## src/hw/iord_pkg.sv

```systemverilog
`default_nettype none
package iord_pkg;
	// io window covered here: io addresses 0x00 to 0x29
	localparam int          IO_REGS   = 42;
	localparam logic [7:0]  IO_TOP    = 8'h3f;
	localparam logic [7:0]  BIT_TOP   = 8'h1f;
	localparam logic [7:0]  DATA_OFS  = 8'h20;
	localparam logic [7:0]  RESET_VAL = 8'h00;

	// register offsets (io addresses)
	localparam logic [7:0] ADDR_DIGITAL_INPUT_DIS = 8'h01;
	localparam logic [7:0] ADDR_SERIAL_BAUD_HIGH  = 8'h02;
	localparam logic [7:0] ADDR_SERIAL_FRAME_CFG  = 8'h03;
	localparam logic [7:0] ADDR_COMPARATOR_CTRL   = 8'h08;
	localparam logic [7:0] ADDR_SERIAL_BAUD_LOW   = 8'h09;
	localparam logic [7:0] ADDR_SERIAL_CONTROL_B  = 8'h0a;
	localparam logic [7:0] ADDR_SERIAL_STATUS_A   = 8'h0b;
	localparam logic [7:0] ADDR_SERIAL_DATA_BUF   = 8'h0c;
	localparam logic [7:0] ADDR_USI_CONTROL       = 8'h0d;
	localparam logic [7:0] ADDR_USI_STATUS        = 8'h0e;
	localparam logic [7:0] ADDR_USI_DATA          = 8'h0f;
	localparam logic [7:0] ADDR_PORT_D_PIN        = 8'h10;
	localparam logic [7:0] ADDR_PORT_D_DIR        = 8'h11;
	localparam logic [7:0] ADDR_PORT_D_OUT        = 8'h12;
	localparam logic [7:0] ADDR_SCRATCH_0         = 8'h13;
	localparam logic [7:0] ADDR_SCRATCH_1         = 8'h14;
	localparam logic [7:0] ADDR_SCRATCH_2         = 8'h15;
	localparam logic [7:0] ADDR_PORT_B_PIN        = 8'h16;
	localparam logic [7:0] ADDR_PORT_B_DIR        = 8'h17;
	localparam logic [7:0] ADDR_PORT_B_OUT        = 8'h18;
	localparam logic [7:0] ADDR_PORT_A_PIN        = 8'h19;
	localparam logic [7:0] ADDR_PORT_A_DIR        = 8'h1a;
	localparam logic [7:0] ADDR_PORT_A_OUT        = 8'h1b;
	localparam logic [7:0] ADDR_NVM_CONTROL       = 8'h1c;
	localparam logic [7:0] ADDR_NVM_DATA          = 8'h1d;
	localparam logic [7:0] ADDR_NVM_ADDRESS       = 8'h1e;
	localparam logic [7:0] ADDR_PIN_CHANGE_MASK   = 8'h20;
	localparam logic [7:0] ADDR_WATCHDOG_CTRL     = 8'h21;
	localparam logic [7:0] ADDR_T1_FORCE_COMPARE  = 8'h22;
	localparam logic [7:0] ADDR_GEN_TIMER_CTRL    = 8'h23;
	localparam logic [7:0] ADDR_T1_CAPTURE_LOW    = 8'h24;
	localparam logic [7:0] ADDR_T1_CAPTURE_HIGH   = 8'h25;
	localparam logic [7:0] ADDR_CLOCK_PRESCALE    = 8'h26;
	localparam logic [7:0] ADDR_T1_CMP_B_LOW      = 8'h28;
	localparam logic [7:0] ADDR_T1_CMP_B_HIGH     = 8'h29;

	typedef enum logic [2:0] {
		OP_PORT_IN               = 3'b000,
		OP_PORT_OUT              = 3'b001,
		OP_DATA_SPACE_LOAD       = 3'b010,
		OP_DATA_SPACE_PUT        = 3'b011,
		OP_SET_IO_BIT_OP         = 3'b100,
		OP_CLEAR_IO_BIT_OP       = 3'b101,
		OP_SKIP_WHEN_IO_BIT_HIGH = 3'b110,
		OP_SKIP_WHEN_IO_BIT_LOW  = 3'b111
	} iord_op_t;

	typedef struct packed {
		logic       valid;
		iord_op_t   op;
		logic [7:0] addr;
		logic [2:0] bit_sel;
		logic [7:0] wdata;
	} iord_req_t;

	typedef struct packed {
		logic       valid;
		logic       hit;
		logic       skip;
		logic [7:0] rdata;
	} iord_rsp_t;

	// per-register hardware flag set pulses
	typedef struct packed {
		logic [7:0] comparator;
		logic [7:0] serial_status;
		logic [7:0] usi_status;
		logic [7:0] watchdog;
	} iord_flag_evt_t;

	// implemented bits; reserved bits and addresses read zero
	function automatic logic [7:0] iord_rd_mask(input logic [7:0] a);
		case (a)
			ADDR_DIGITAL_INPUT_DIS: return 8'h03;
			ADDR_SERIAL_BAUD_HIGH:  return 8'h0f;
			ADDR_SERIAL_FRAME_CFG:  return 8'h7f;
			ADDR_PORT_A_PIN, ADDR_PORT_A_DIR, ADDR_PORT_A_OUT: return 8'h07;
			ADDR_PORT_D_PIN, ADDR_PORT_D_DIR, ADDR_PORT_D_OUT: return 8'h7f;
			ADDR_NVM_CONTROL:       return 8'h3f;
			ADDR_NVM_ADDRESS:       return 8'h7f;
			ADDR_CLOCK_PRESCALE:    return 8'h8f;
			ADDR_GEN_TIMER_CTRL:    return 8'h01;
			ADDR_T1_FORCE_COMPARE:  return 8'h00;
			8'h00, 8'h04, 8'h05, 8'h06, 8'h07, 8'h1f, 8'h27: return 8'h00;
			default:                return 8'hff;
		endcase
	endfunction

	// bits a core write may change; pins are input only
	function automatic logic [7:0] iord_wr_mask(input logic [7:0] a);
		case (a)
			ADDR_PORT_A_PIN, ADDR_PORT_B_PIN, ADDR_PORT_D_PIN: return 8'h00;
			ADDR_T1_FORCE_COMPARE:  return 8'hc0;
			default:                return iord_rd_mask(a);
		endcase
	endfunction

	// status flags cleared by writing one
	function automatic logic [7:0] iord_w1c_mask(input logic [7:0] a);
		case (a)
			ADDR_COMPARATOR_CTRL: return 8'h10;
			ADDR_SERIAL_STATUS_A: return 8'h40;
			ADDR_USI_STATUS:      return 8'he0;
			ADDR_WATCHDOG_CTRL:   return 8'h80;
			default:              return 8'h00;
		endcase
	endfunction
endpackage
`default_nettype wire

```

## src/hw/iord_decoder.sv

```systemverilog
// What this block does
// - bit set/clear only at io 0x00-0x1f
// - skip tests sample one bit, low range
// - writing one clears flags, zero keeps
// - bit set/clear touches only addressed bit
// - port in/out use io addresses 0x00-0x3f
// - data-space access at io address plus 0x20
`timescale 1ns/100ps
`default_nettype none
module iord_decoder
	import iord_pkg::*;
(
	input  wire logic                    core_clk,
	input  wire logic                    sys_rst,
	input  wire iord_req_t               req,
	input  wire iord_flag_evt_t          flag_evt,
	input  wire logic [7:0]              port_a_pins,
	input  wire logic [7:0]              port_b_pins,
	input  wire logic [7:0]              port_d_pins,
	output var  iord_rsp_t               rsp,
	output var  logic [IO_REGS-1:0][7:0] reg_view
);

	logic [IO_REGS-1:0][7:0] store_reg;
	logic [IO_REGS-1:0][7:0] store_next;
	iord_rsp_t               rsp_reg;
	iord_rsp_t               rsp_next;

	logic       is_data;
	logic       is_write;
	logic       is_test;
	logic       addr_ok;
	logic       hit;
	logic       bit_ok;
	logic [7:0] io_addr;
	logic [7:0] wen;
	logic [7:0] wbits;
	logic [7:0] live_val;
	logic [7:0] rd_val;

	// address translation and operation decode
	always_comb begin
		is_data  = (req.op == OP_DATA_SPACE_LOAD) ||
			(req.op == OP_DATA_SPACE_PUT);
		is_test  = (req.op == OP_SKIP_WHEN_IO_BIT_HIGH) ||
			(req.op == OP_SKIP_WHEN_IO_BIT_LOW);
		if (is_data) begin
			// below the offset this wraps; the range test refuses it
			io_addr = req.addr - DATA_OFS;
			addr_ok = (req.addr >= DATA_OFS) &&
				(io_addr <= IO_TOP);
		end else begin
			io_addr = req.addr;
			addr_ok = req.addr <= IO_TOP;
		end
		// registers above 0x29 live elsewhere, so no hit here
		hit    = req.valid && addr_ok && (io_addr < 8'(IO_REGS));
		// bit ops gated to low range
		bit_ok = io_addr <= BIT_TOP;
		wen    = 8'h00;
		wbits  = 8'h00;
		unique case (req.op)
			OP_PORT_OUT, OP_DATA_SPACE_PUT: begin
				wen   = 8'hff;
				wbits = req.wdata;
			end
			OP_SET_IO_BIT_OP: begin
				wen   = bit_ok ? 8'h01 << req.bit_sel : 8'h00;
				wbits = wen;
			end
			OP_CLEAR_IO_BIT_OP: begin
				wen   = bit_ok ? 8'h01 << req.bit_sel : 8'h00;
				wbits = 8'h00;
			end
			OP_PORT_IN, OP_DATA_SPACE_LOAD,
			OP_SKIP_WHEN_IO_BIT_HIGH, OP_SKIP_WHEN_IO_BIT_LOW: begin
				wen   = 8'h00;
				wbits = 8'h00;
			end
		endcase
		is_write = hit && (wen != 8'h00);
	end

	// read path: pins are live, everything else from storage
	always_comb begin
		unique case (io_addr)
			ADDR_PORT_A_PIN: live_val = port_a_pins;
			ADDR_PORT_B_PIN: live_val = port_b_pins;
			ADDR_PORT_D_PIN: live_val = port_d_pins;
			default: begin
				if (io_addr < 8'(IO_REGS)) begin
					live_val = store_reg[io_addr[5:0]];
				end else begin
					live_val = 8'h00;
				end
			end
		endcase
		// reserved bits and addresses read zero
		rd_val = hit ? (live_val & iord_rd_mask(io_addr)) : 8'h00;
	end

	// per-register next value
	genvar gi;
	generate
		for (gi = 0; gi < IO_REGS; gi++) begin : g_entry
			localparam logic [7:0] A   = 8'(gi);
			localparam logic [7:0] W1C = iord_w1c_mask(A);
			localparam logic [7:0] WRM = iord_wr_mask(A) & ~W1C;
			logic       sel;
			logic [7:0] plain_en;
			logic [7:0] clr;
			logic [7:0] set;
			always_comb begin
				sel      = is_write && (io_addr == A);
				// reserved addresses have empty masks, so
				// a stray write there lands nowhere
				plain_en = sel ? (wen & WRM) : 8'h00;
				clr      = sel ? (wen & wbits & W1C) : 8'h00;
				unique case (A)
					ADDR_COMPARATOR_CTRL: set = flag_evt.comparator;
					ADDR_SERIAL_STATUS_A: set = flag_evt.serial_status;
					ADDR_USI_STATUS:      set = flag_evt.usi_status;
					ADDR_WATCHDOG_CTRL:   set = flag_evt.watchdog;
					default:              set = 8'h00;
				endcase
				set = set & W1C;
				// set beats clear so no event is lost
				store_next[gi] = (store_reg[gi] & ~plain_en & ~clr) |
					(wbits & plain_en) | set;
			end
		end
	endgenerate

	// answer for the request, ready next edge
	always_comb begin
		rsp_next.valid = req.valid;
		rsp_next.hit   = hit;
		// sample one bit, low range only
		rsp_next.skip  = hit && is_test && bit_ok &&
			(rd_val[req.bit_sel] ==
			(req.op == OP_SKIP_WHEN_IO_BIT_HIGH));
		rsp_next.rdata = ((req.op == OP_PORT_IN) ||
			(req.op == OP_DATA_SPACE_LOAD)) ? rd_val : 8'h00;
	end

	always_ff @(posedge core_clk) begin
		if (sys_rst) begin
			store_reg <= {IO_REGS{RESET_VAL}};
			rsp_reg   <= '0;
		end else begin
			store_reg <= store_next;
			rsp_reg   <= rsp_next;
		end
	end

	assign rsp      = rsp_reg;
	assign reg_view = store_reg;

	// helper state that only the checks read; it drives no output,
	// so synthesis drops it and the real registers pay nothing
	logic [5:0] chk_idx_reg;
	logic [7:0] chk_old_reg;
	logic [7:0] chk_wdata_reg;
	logic [2:0] chk_bit_reg;
	logic       chk_bitval_reg;
	always_ff @(posedge core_clk) begin
		if (sys_rst) begin
			chk_idx_reg    <= 6'h00;
			chk_old_reg    <= 8'h00;
			chk_wdata_reg  <= 8'h00;
			chk_bit_reg    <= 3'h0;
			chk_bitval_reg <= 1'b0;
		end else begin
			chk_idx_reg    <= hit ? io_addr[5:0] : 6'h00;
			chk_old_reg    <= hit ? store_reg[io_addr[5:0]] : 8'h00;
			chk_wdata_reg  <= req.wdata;
			chk_bit_reg    <= req.bit_sel;
			chk_bitval_reg <= rd_val[req.bit_sel];
		end
	end
endmodule
`default_nettype wire

```

## config.mk

```make
export PLATFORM = sky130hd
export DESIGN_NAME = iord_decoder
export DESIGN_NICKNAME = d
export VERILOG_FILES = /design/src/hw/iord_pkg.sv /design/src/hw/iord_decoder.sv
export SDC_FILE = /design/constraint.sdc
export NUM_CORES = 1
export LEC_CHECK = 0
export BUFFER_PORTS_ARGS = -buffer_cell sky130_fd_sc_hd__buf_2
export CAP_MARGIN = 20
export CORE_MARGIN = 2
export CORE_UTILIZATION = 45
export CTS_BUF_LIST = sky130_fd_sc_hd__clkbuf_2 sky130_fd_sc_hd__clkbuf_4 sky130_fd_sc_hd__clkbuf_8
export CTS_CLUSTER_SIZE = 25
export DETAILED_ROUTE_END_ITERATION = 10
export PLACE_DENSITY = 0.84
export SETUP_SLACK_MARGIN = 0.2
export SYNTH_ARGS = -nofsm -noshare
export SYNTH_HDL_FRONTEND = slang
export SYNTH_SLANG_ARGS = --single-unit
```

## constraint.sdc

```tcl
create_clock -name core_clk -period 10.3 [get_ports core_clk]
set_input_delay 1.03 -clock core_clk [delete_from_list [all_inputs] [get_ports core_clk]]
set_output_delay 1.03 -clock core_clk [all_outputs]
set_load 0.05 [all_outputs]
```

==> Yosys cells after proc, flatten, opt, wreduce, memory -nomap -nowiden <==
Memory sizes are Yosys's and may differ from the RTL's.
Index checks and enable logic that the tools add are counted.
{ "word_totals": {"n_memories": 1, "in_bits": 81, "mem_bits_rw": 0, "register_bits": 267, "rom_bits": 512, "output_inout_bits": 347, "wordCells": 331, "latchBits": 0} }
{ "mem_list": {"columns": ["name", "depth", "width", "read_ports", "rd_ports_with_merged_regs", "write_ports", "line", "rtl"], "rows": [
  ["(no name shown)", 64, 8, 1, 0, 0, "iord_pkg.sv:83", "case (a)"]
]} }
{ "classes": {"n_eq_ne": 43, "n_shift": 1, "n_bitwise": 143, "magnitude_cmp": 7, "n_reduce_logical": 50, "n_addsub": 1, "n_div": 0, "mul": 0, "n_mux": 49} }
{ "op_table": {"columns": ["cell", "count"], "rows": [
  ["AND 8 bit", 61],
  ["OR 8 bit", 34],
  ["2-to-1 mux 8 bit", 28],
  ["NOT 8 bit", 24],
  ["equality test 8 x 5 -> 1 bit, second input constant", 15],
  ["equality test 8 x 6 -> 1 bit, second input constant", 9],
  ["case mux 8 bit (3 select lines)", 3],
  ["equality test 8 x 4 -> 1 bit, second input constant", 8],
  ["binary-select mux 8 bit (select 6 bit)", 1],
  ["2-to-1 mux 7 bit", 6],
  ["NOT 7 -> 8 bit", 5],
  ["logical AND 1 bit", 39],
  ["AND 8 x 7 -> 8 bit", 4],
  ["equality test 8 x 2 -> 1 bit, second input constant", 2],
  ["<= comparator 8 x 6 -> 1 bit, second input constant", 2],
  ["NOT 3 -> 8 bit", 2],
  ["NOT 5 -> 8 bit", 2],
  ["equality test 3 bit, second input constant", 4],
  ["2-to-1 mux 5 bit", 2],
  ["AND 8 x 2 -> 8 bit", 1],
  ["AND 8 x 3 -> 8 bit", 1],
  ["AND 8 x 4 -> 8 bit", 1],
  ["AND 8 x 5 -> 8 bit", 1],
  ["AND 8 x 6 -> 8 bit", 1],
  ["other kinds (30)", 38]
]} }

==> Logic depth before layout (Yosys ltp) <==
{ "depth": {"word_depth": 15, "mapped_depth": 17, "ltp_nobuf": 11} }

==> Worst setup path before layout <==
Ideal clock, no wire load.
{ "synth_path": {"path_kind": "input port to flip-flop", "from": "in req[11] (netlist name)", "to": "reg rsp_reg (netlist bit rsp[8])", "arrival_ns": 3.922, "t_required_ns": 10.230, "slack_ns": 6.308, "cell_stages": 16, "path_buffers": 5, "cell_sequence": "buf_6 -> buf_6 -> buf_6 -> buf_4 -> inv_1 -> ha_1 -> clkbuf_1 -> nor2_1 -> o21bai_1 -> a221o_1 -> a221o_1 -> a31oi_1 -> nand2_1 -> o2111a_1 -> or4_1 -> a21oi_1"} }
{ "synth_between": {"elab_chain_len": 12, "word_cells_on_any_way": 29, "cone_classes": "add/sub: 1; order compare: 5; eq/ne: 4; mux: 10; bitwise: 1; reduce/logical: 7; memory: 1"} }
{ "synth_lines": {"columns": ["item", "line", "rtl"], "rows": [
  ["start: declaration", "iord_decoder.sv:15", "input wire iord_req_t req,"],
  ["subtractor 8 x 6 -> 8 bit", "iord_decoder.sv:49", "io_addr = req.addr - DATA_OFS;"],
  ["2-to-1 mux 8 bit", "iord_decoder.sv:47", "if (is_data) begin"],
  ["binary-select mux 8 bit (select 6 bit)", null, null],
  ["2-to-1 mux 8 bit", null, null],
  ["2-to-1 mux 8 bit", "iord_decoder.sv:91", "if (io_addr < 8'(IO_REGS)) begin"],
  ["case mux 8 bit (3 select lines)", "iord_decoder.sv:86", "unique case (io_addr)"],
  ["AND 8 bit", "iord_decoder.sv:99", "rd_val = hit ? (live_val & iord_rd_mask(io_addr)) : 8'h00;"],
  ["2-to-1 mux 8 bit", "iord_decoder.sv:99", null],
  ["binary-select mux 1 bit (select 3 bit)", "iord_decoder.sv:140", "(rd_val[req.bit_sel] =="],
  ["2-to-1 mux 1 bit (not written as such)", "iord_decoder.sv:140", null],
  ["equality test 1 bit", "iord_decoder.sv:140", null],
  ["logical AND 1 bit (*)", "iord_decoder.sv:139", "rsp_next.skip = hit && is_test && bit_ok &&"],
  ["end signal: assignment", "iord_decoder.sv:152", "rsp_reg <= rsp_next;"],
  ["end: declaration", "iord_decoder.sv:26", "iord_rsp_t rsp_reg;"]
]} }
Mark *: on every way between the ends. The rest lies on a longest branch, timed or not. The select of a mux whose other input is x is not followed.
A chain may end at the register's enable or synchronous reset.

==> Worst setup path in the final report <==
{ "layout_path": {"from": "in req[12] (netlist name)", "to": "reg rsp_reg (netlist bit rsp[8])"} }
Same word-level chain as after synthesis.

==> results summary <==
The flow ran to the end, and the final reports show no timing, DRC or antenna violations. The maximum fanout count along the critical path came out at 57. The number of hold violations in the final report came out at 0. For the final database, setup skew stands at 0.0140 ns. For this design the ratio of total power to cell area is 144 nW/um^2. The cell area that synthesis handed to floorplanning was ~13,000 um^2.

The largest net degree at the start of global routing came out at 84. The internal power came out at 1.43 mW. The period utilization came out at 0.449. The total number of clock tree sinks came out at ~230. The number of warnings printed during yosys synthesis came out at 0. After synthesis, the cell types taking the most area are dfxtp_1 (36%), buf_4 (8.3%), a211oi_1 (5.7%). The synthesis-to-layout area growth is 13.6%. After detailed placement, the design holds a cell count of about 2,000. The transition time of the tightest slew-check pin came out at 1.19 ns. The number of primary I/O pins is 428. The post-synthesis area per instance came out at 8.59 um^2.

The first global-routing pass estimated 70.3 mm of wire. The cell with the largest stage delay on the worst path is nor2b_1. The later pin in the worst-skew pair is clocked with a latency of 0.55 ns. The share of synthesized area in the top cell type comes to 0.359.

The layout cell share with drive strength beyond 1 is 0.259. The highest cell delay on the worst timing path is ~0.86 ns. The via count of the first global-routing pass came out at between 10,000 and 15,000. The design area is 14,300 um^2. Max-cap violations in this run came to 0. The number of design-rule violations left by the first detailed-router iteration is 1,454. Setup repair after global routing left no endpoint under its margin. Sorting the synthesized cells by how often they occur yields dfxtp_1 (225), nor2_1 (189), a21oi_1 (142).

The accumulated negative setup slack came out at 0 ns. Traced cell by cell, the critical path runs through buf_2 -> buf_4 -> nor2b_1 -> a221o_1 -> nand3_1 -> a311oi_1 -> o21ai_1 -> a22oi_2 -> a21oi_1 -> or4_1 -> a21oi_1. At the end of routability-driven placement, the weighted congestion stood at 1.02.

Summed over all nets, the switching power comes to 0.625 mW. The effective utilization at floorplan came out at 0.454. The number of core rows came out at 61.

Overall power consumption after layout is estimated at about 2.1 mW. Once detail routing completed, the nets flagged for antenna violations numbered 0. The maximum resistive drop on vdd came out at 0.107 mV. Derived from the worst setup path, the maximum achievable clock frequency is 0.216 GHz. Among all flip-flop cells after synthesis, the most frequent one is dfxtp_1. The worst endpoint data arrival time came out at 5.11 ns. For this run, the share of the core covered by cells in the final layout is 0.516. The cell sitting at the root of the clock tree is a clkbuf_8. The critical path is of the primary input to register type.

The residual DRC count came out at 0. The vertical die dimension is 171 um. Buffers added to address setup during post-CTS repair amount to 0.

The share of total power consumed by net switching came out at 0.304. The final critical-path setup slack is approximately 5.7 ns. The worst setup path is launched from a primary input. For this design the static power due to leakage is 5.69 nW. After clock tree synthesis, the flow added hold-fix buffers numbering 0.

Yosys instantiated no cell more often than dfxtp_1. The TritonCTS buffer count came out at 39. Global routing finished with a remaining overflow of 0. Timing analysis after detailed placement gives a worst setup slack of ~5.2 ns. The final layout contains 1,741 nets.

The required time of the critical path is 10.78 ns. The initial antenna violation count came to 0. The number of buffer and inverter instances along the worst setup path is 2. TritonCTS built the clock tree. The number of buffers between clock root and the deepest sink is 3. The number of enable flip-flop cells after synthesis came out at 0.

Of the total power, registers draw 0.426. For this run, the register share of the synthesized area comes to 0.359. The HPWL after detailed placement came out at 34.1 mm.

The total count of max-transition violations in the final report came to 0. The final critical-path required period is around 4.6 ns. The average routed wire per standard cell is 23.4 um. The total number of vias is 12,400.

The worst-case hold slack came out at roughly 0.5 ns. STA classifies the critical path endpoint as a register. Dividing the detail-routed via count by the number of cells gives 6.03. The number of search-and-repair iterations in the first detailed-routing pass is 6. The cell repeated most along the worst path is a21oi_1. The post-synthesis sequential element count is 225. In this run the worst hold path is classified as register to register. The remaining max-slew budget at the tightest pin came out at 0.204. The number of distinct library cell variants in the gate-level netlist after synthesis is between 80 and 90. The area inside the core boundary came out at roughly 28,000 um^2.

The share of power burned in combinational logic came out at 0.138. The cell family contributing the most delay on the critical path is simple AND/OR/NAND/NOR gates. Once the clock tree was built, the resizer swapped 0 gates to a different size. The total number of H-tree levels came out at 2. The biggest area contributor in the post-synthesis netlist is dfxtp_1. The filler-free cell count of the finished design is 2,060. The total routing resource utilization after global routing is 0.317.

The x dimension of the die is between 150 and 200 um. The die outline area is 29,200 um^2. The part of the total power dissipated in the clock network came out at 0.436.

The CTS clock-pin slew for the worst setup and hold paths came out at about 0.06 ns. The total cell area at the placement stage is 13,400 um^2. The number of antenna diodes is 0. The share of flip-flops with an asynchronous set or reset is 0. The number of setup violations in the final report is 0. The total detailed-routing wirelength came out at 48.3 mm. The post-synthesis instance total is between 1,000 and 1,500. Port buffering added roughly 280 buffers.
-- routing by layer --
metal / up-vias / routed length [um] / GRT usage / part of all wire
li1: 5549 / - / - / -
met1: 5953 / 18900 / 0.406 / 0.39
met2: 789 / 22400 / 0.516 / 0.46
met3: 129 / 5270 / 0.0810 / 0.11
met4: 0 / 1710 / 0.110 / 0.035
met5: - / 0 / 0 / 0
-- worst reg2reg max path, stage by stage, from the launching register on --
cell	delay, ns
dfxtp_1	0.40
or3b_1	0.36
o211ai_1	0.10
nand3_1	0.14
a311oi_1	0.43
o21ai_1	0.25
a22oi_2	0.23
a21oi_1	0.10
or4_1	0.50
a21oi_1	0.15
-- cell usage in the layout (no fill, tap or decap), drive strengths merged, types with 4 or more instances in the layout --
cell,instances
o2bb2ai,6
dfxtp,225
a21oi,143
mux2,16
a211oi,97
a311oi,65
nor2,189
conb,122
a22oi,12
nand3,45
clkbuf,60
nor2b,11
o211ai,14
a31oi,6
nor3,5
nand2b,12
and2,7
nand2,35
a221o,12
or3,46
mux4,18
or2,4
a32o,5
a32oi,4
o21ai,72
mux2i,35
inv,14
ha,6
o22ai,4
nor3b,5
nand4,7
buf,302
a221oi,8
o31ai,7
and3,16
clkinv,6
-- layout make-up --
class | count | area, um^2
well taps | 378 | 473
multi-input cells | 1072 | 6790
clock buffers | 60 | 776
inverters | 14 | 52.6
flip-flops and latches | 225 | 4500
clock inverters | 9 | 78.8
repair buffers | 302 | 1580
fillers | 2661 | 13400
-- path summary, 6_finish.rpt --
kind | start | endpoint | slack (ns) | depth (start not counted)
max | req[12] | rsp[8]$_SDFF_PP0_ | 5.67 | 11
min | register | register | 0.49 | 2
max reg2reg | register | rsp[8]$_SDFF_PP0_ | 7.57 | 9
min reg2reg | register | register | 0.49 | 2
-- power groups by stage --
stage | Sequential, mW | Clock (mW) | Combinational (mW)
2_1_floorplan | 0.900 | 0 | 0.244
3_3_place_gp | 0.893 | 0 | 0.273
3_5_place_dp | 0.893 | 0 | 0.273
4_1_cts | 0.874 | 0.899 | 0.274
5_1_grt | 0.874 | 0.942 | 0.295
6_report | 0.874 | 0.895 | 0.283
-- logic make-up (layout without fill, tap and decap cells) --
group	after synthesis	after routing	share of synthesized area
compound gates	477	477	0.263
xor+xnor	3	3	0.00389
fa+ha+maj	6	6	0.00598
buf+inv	284	385	0.139
flops	225	225	0.359
mux	69	69	0.0746
other cells	1	122	0.000299
simple gates	395	395	0.155
Note: power is estimated with default switching activity, not from simulation.
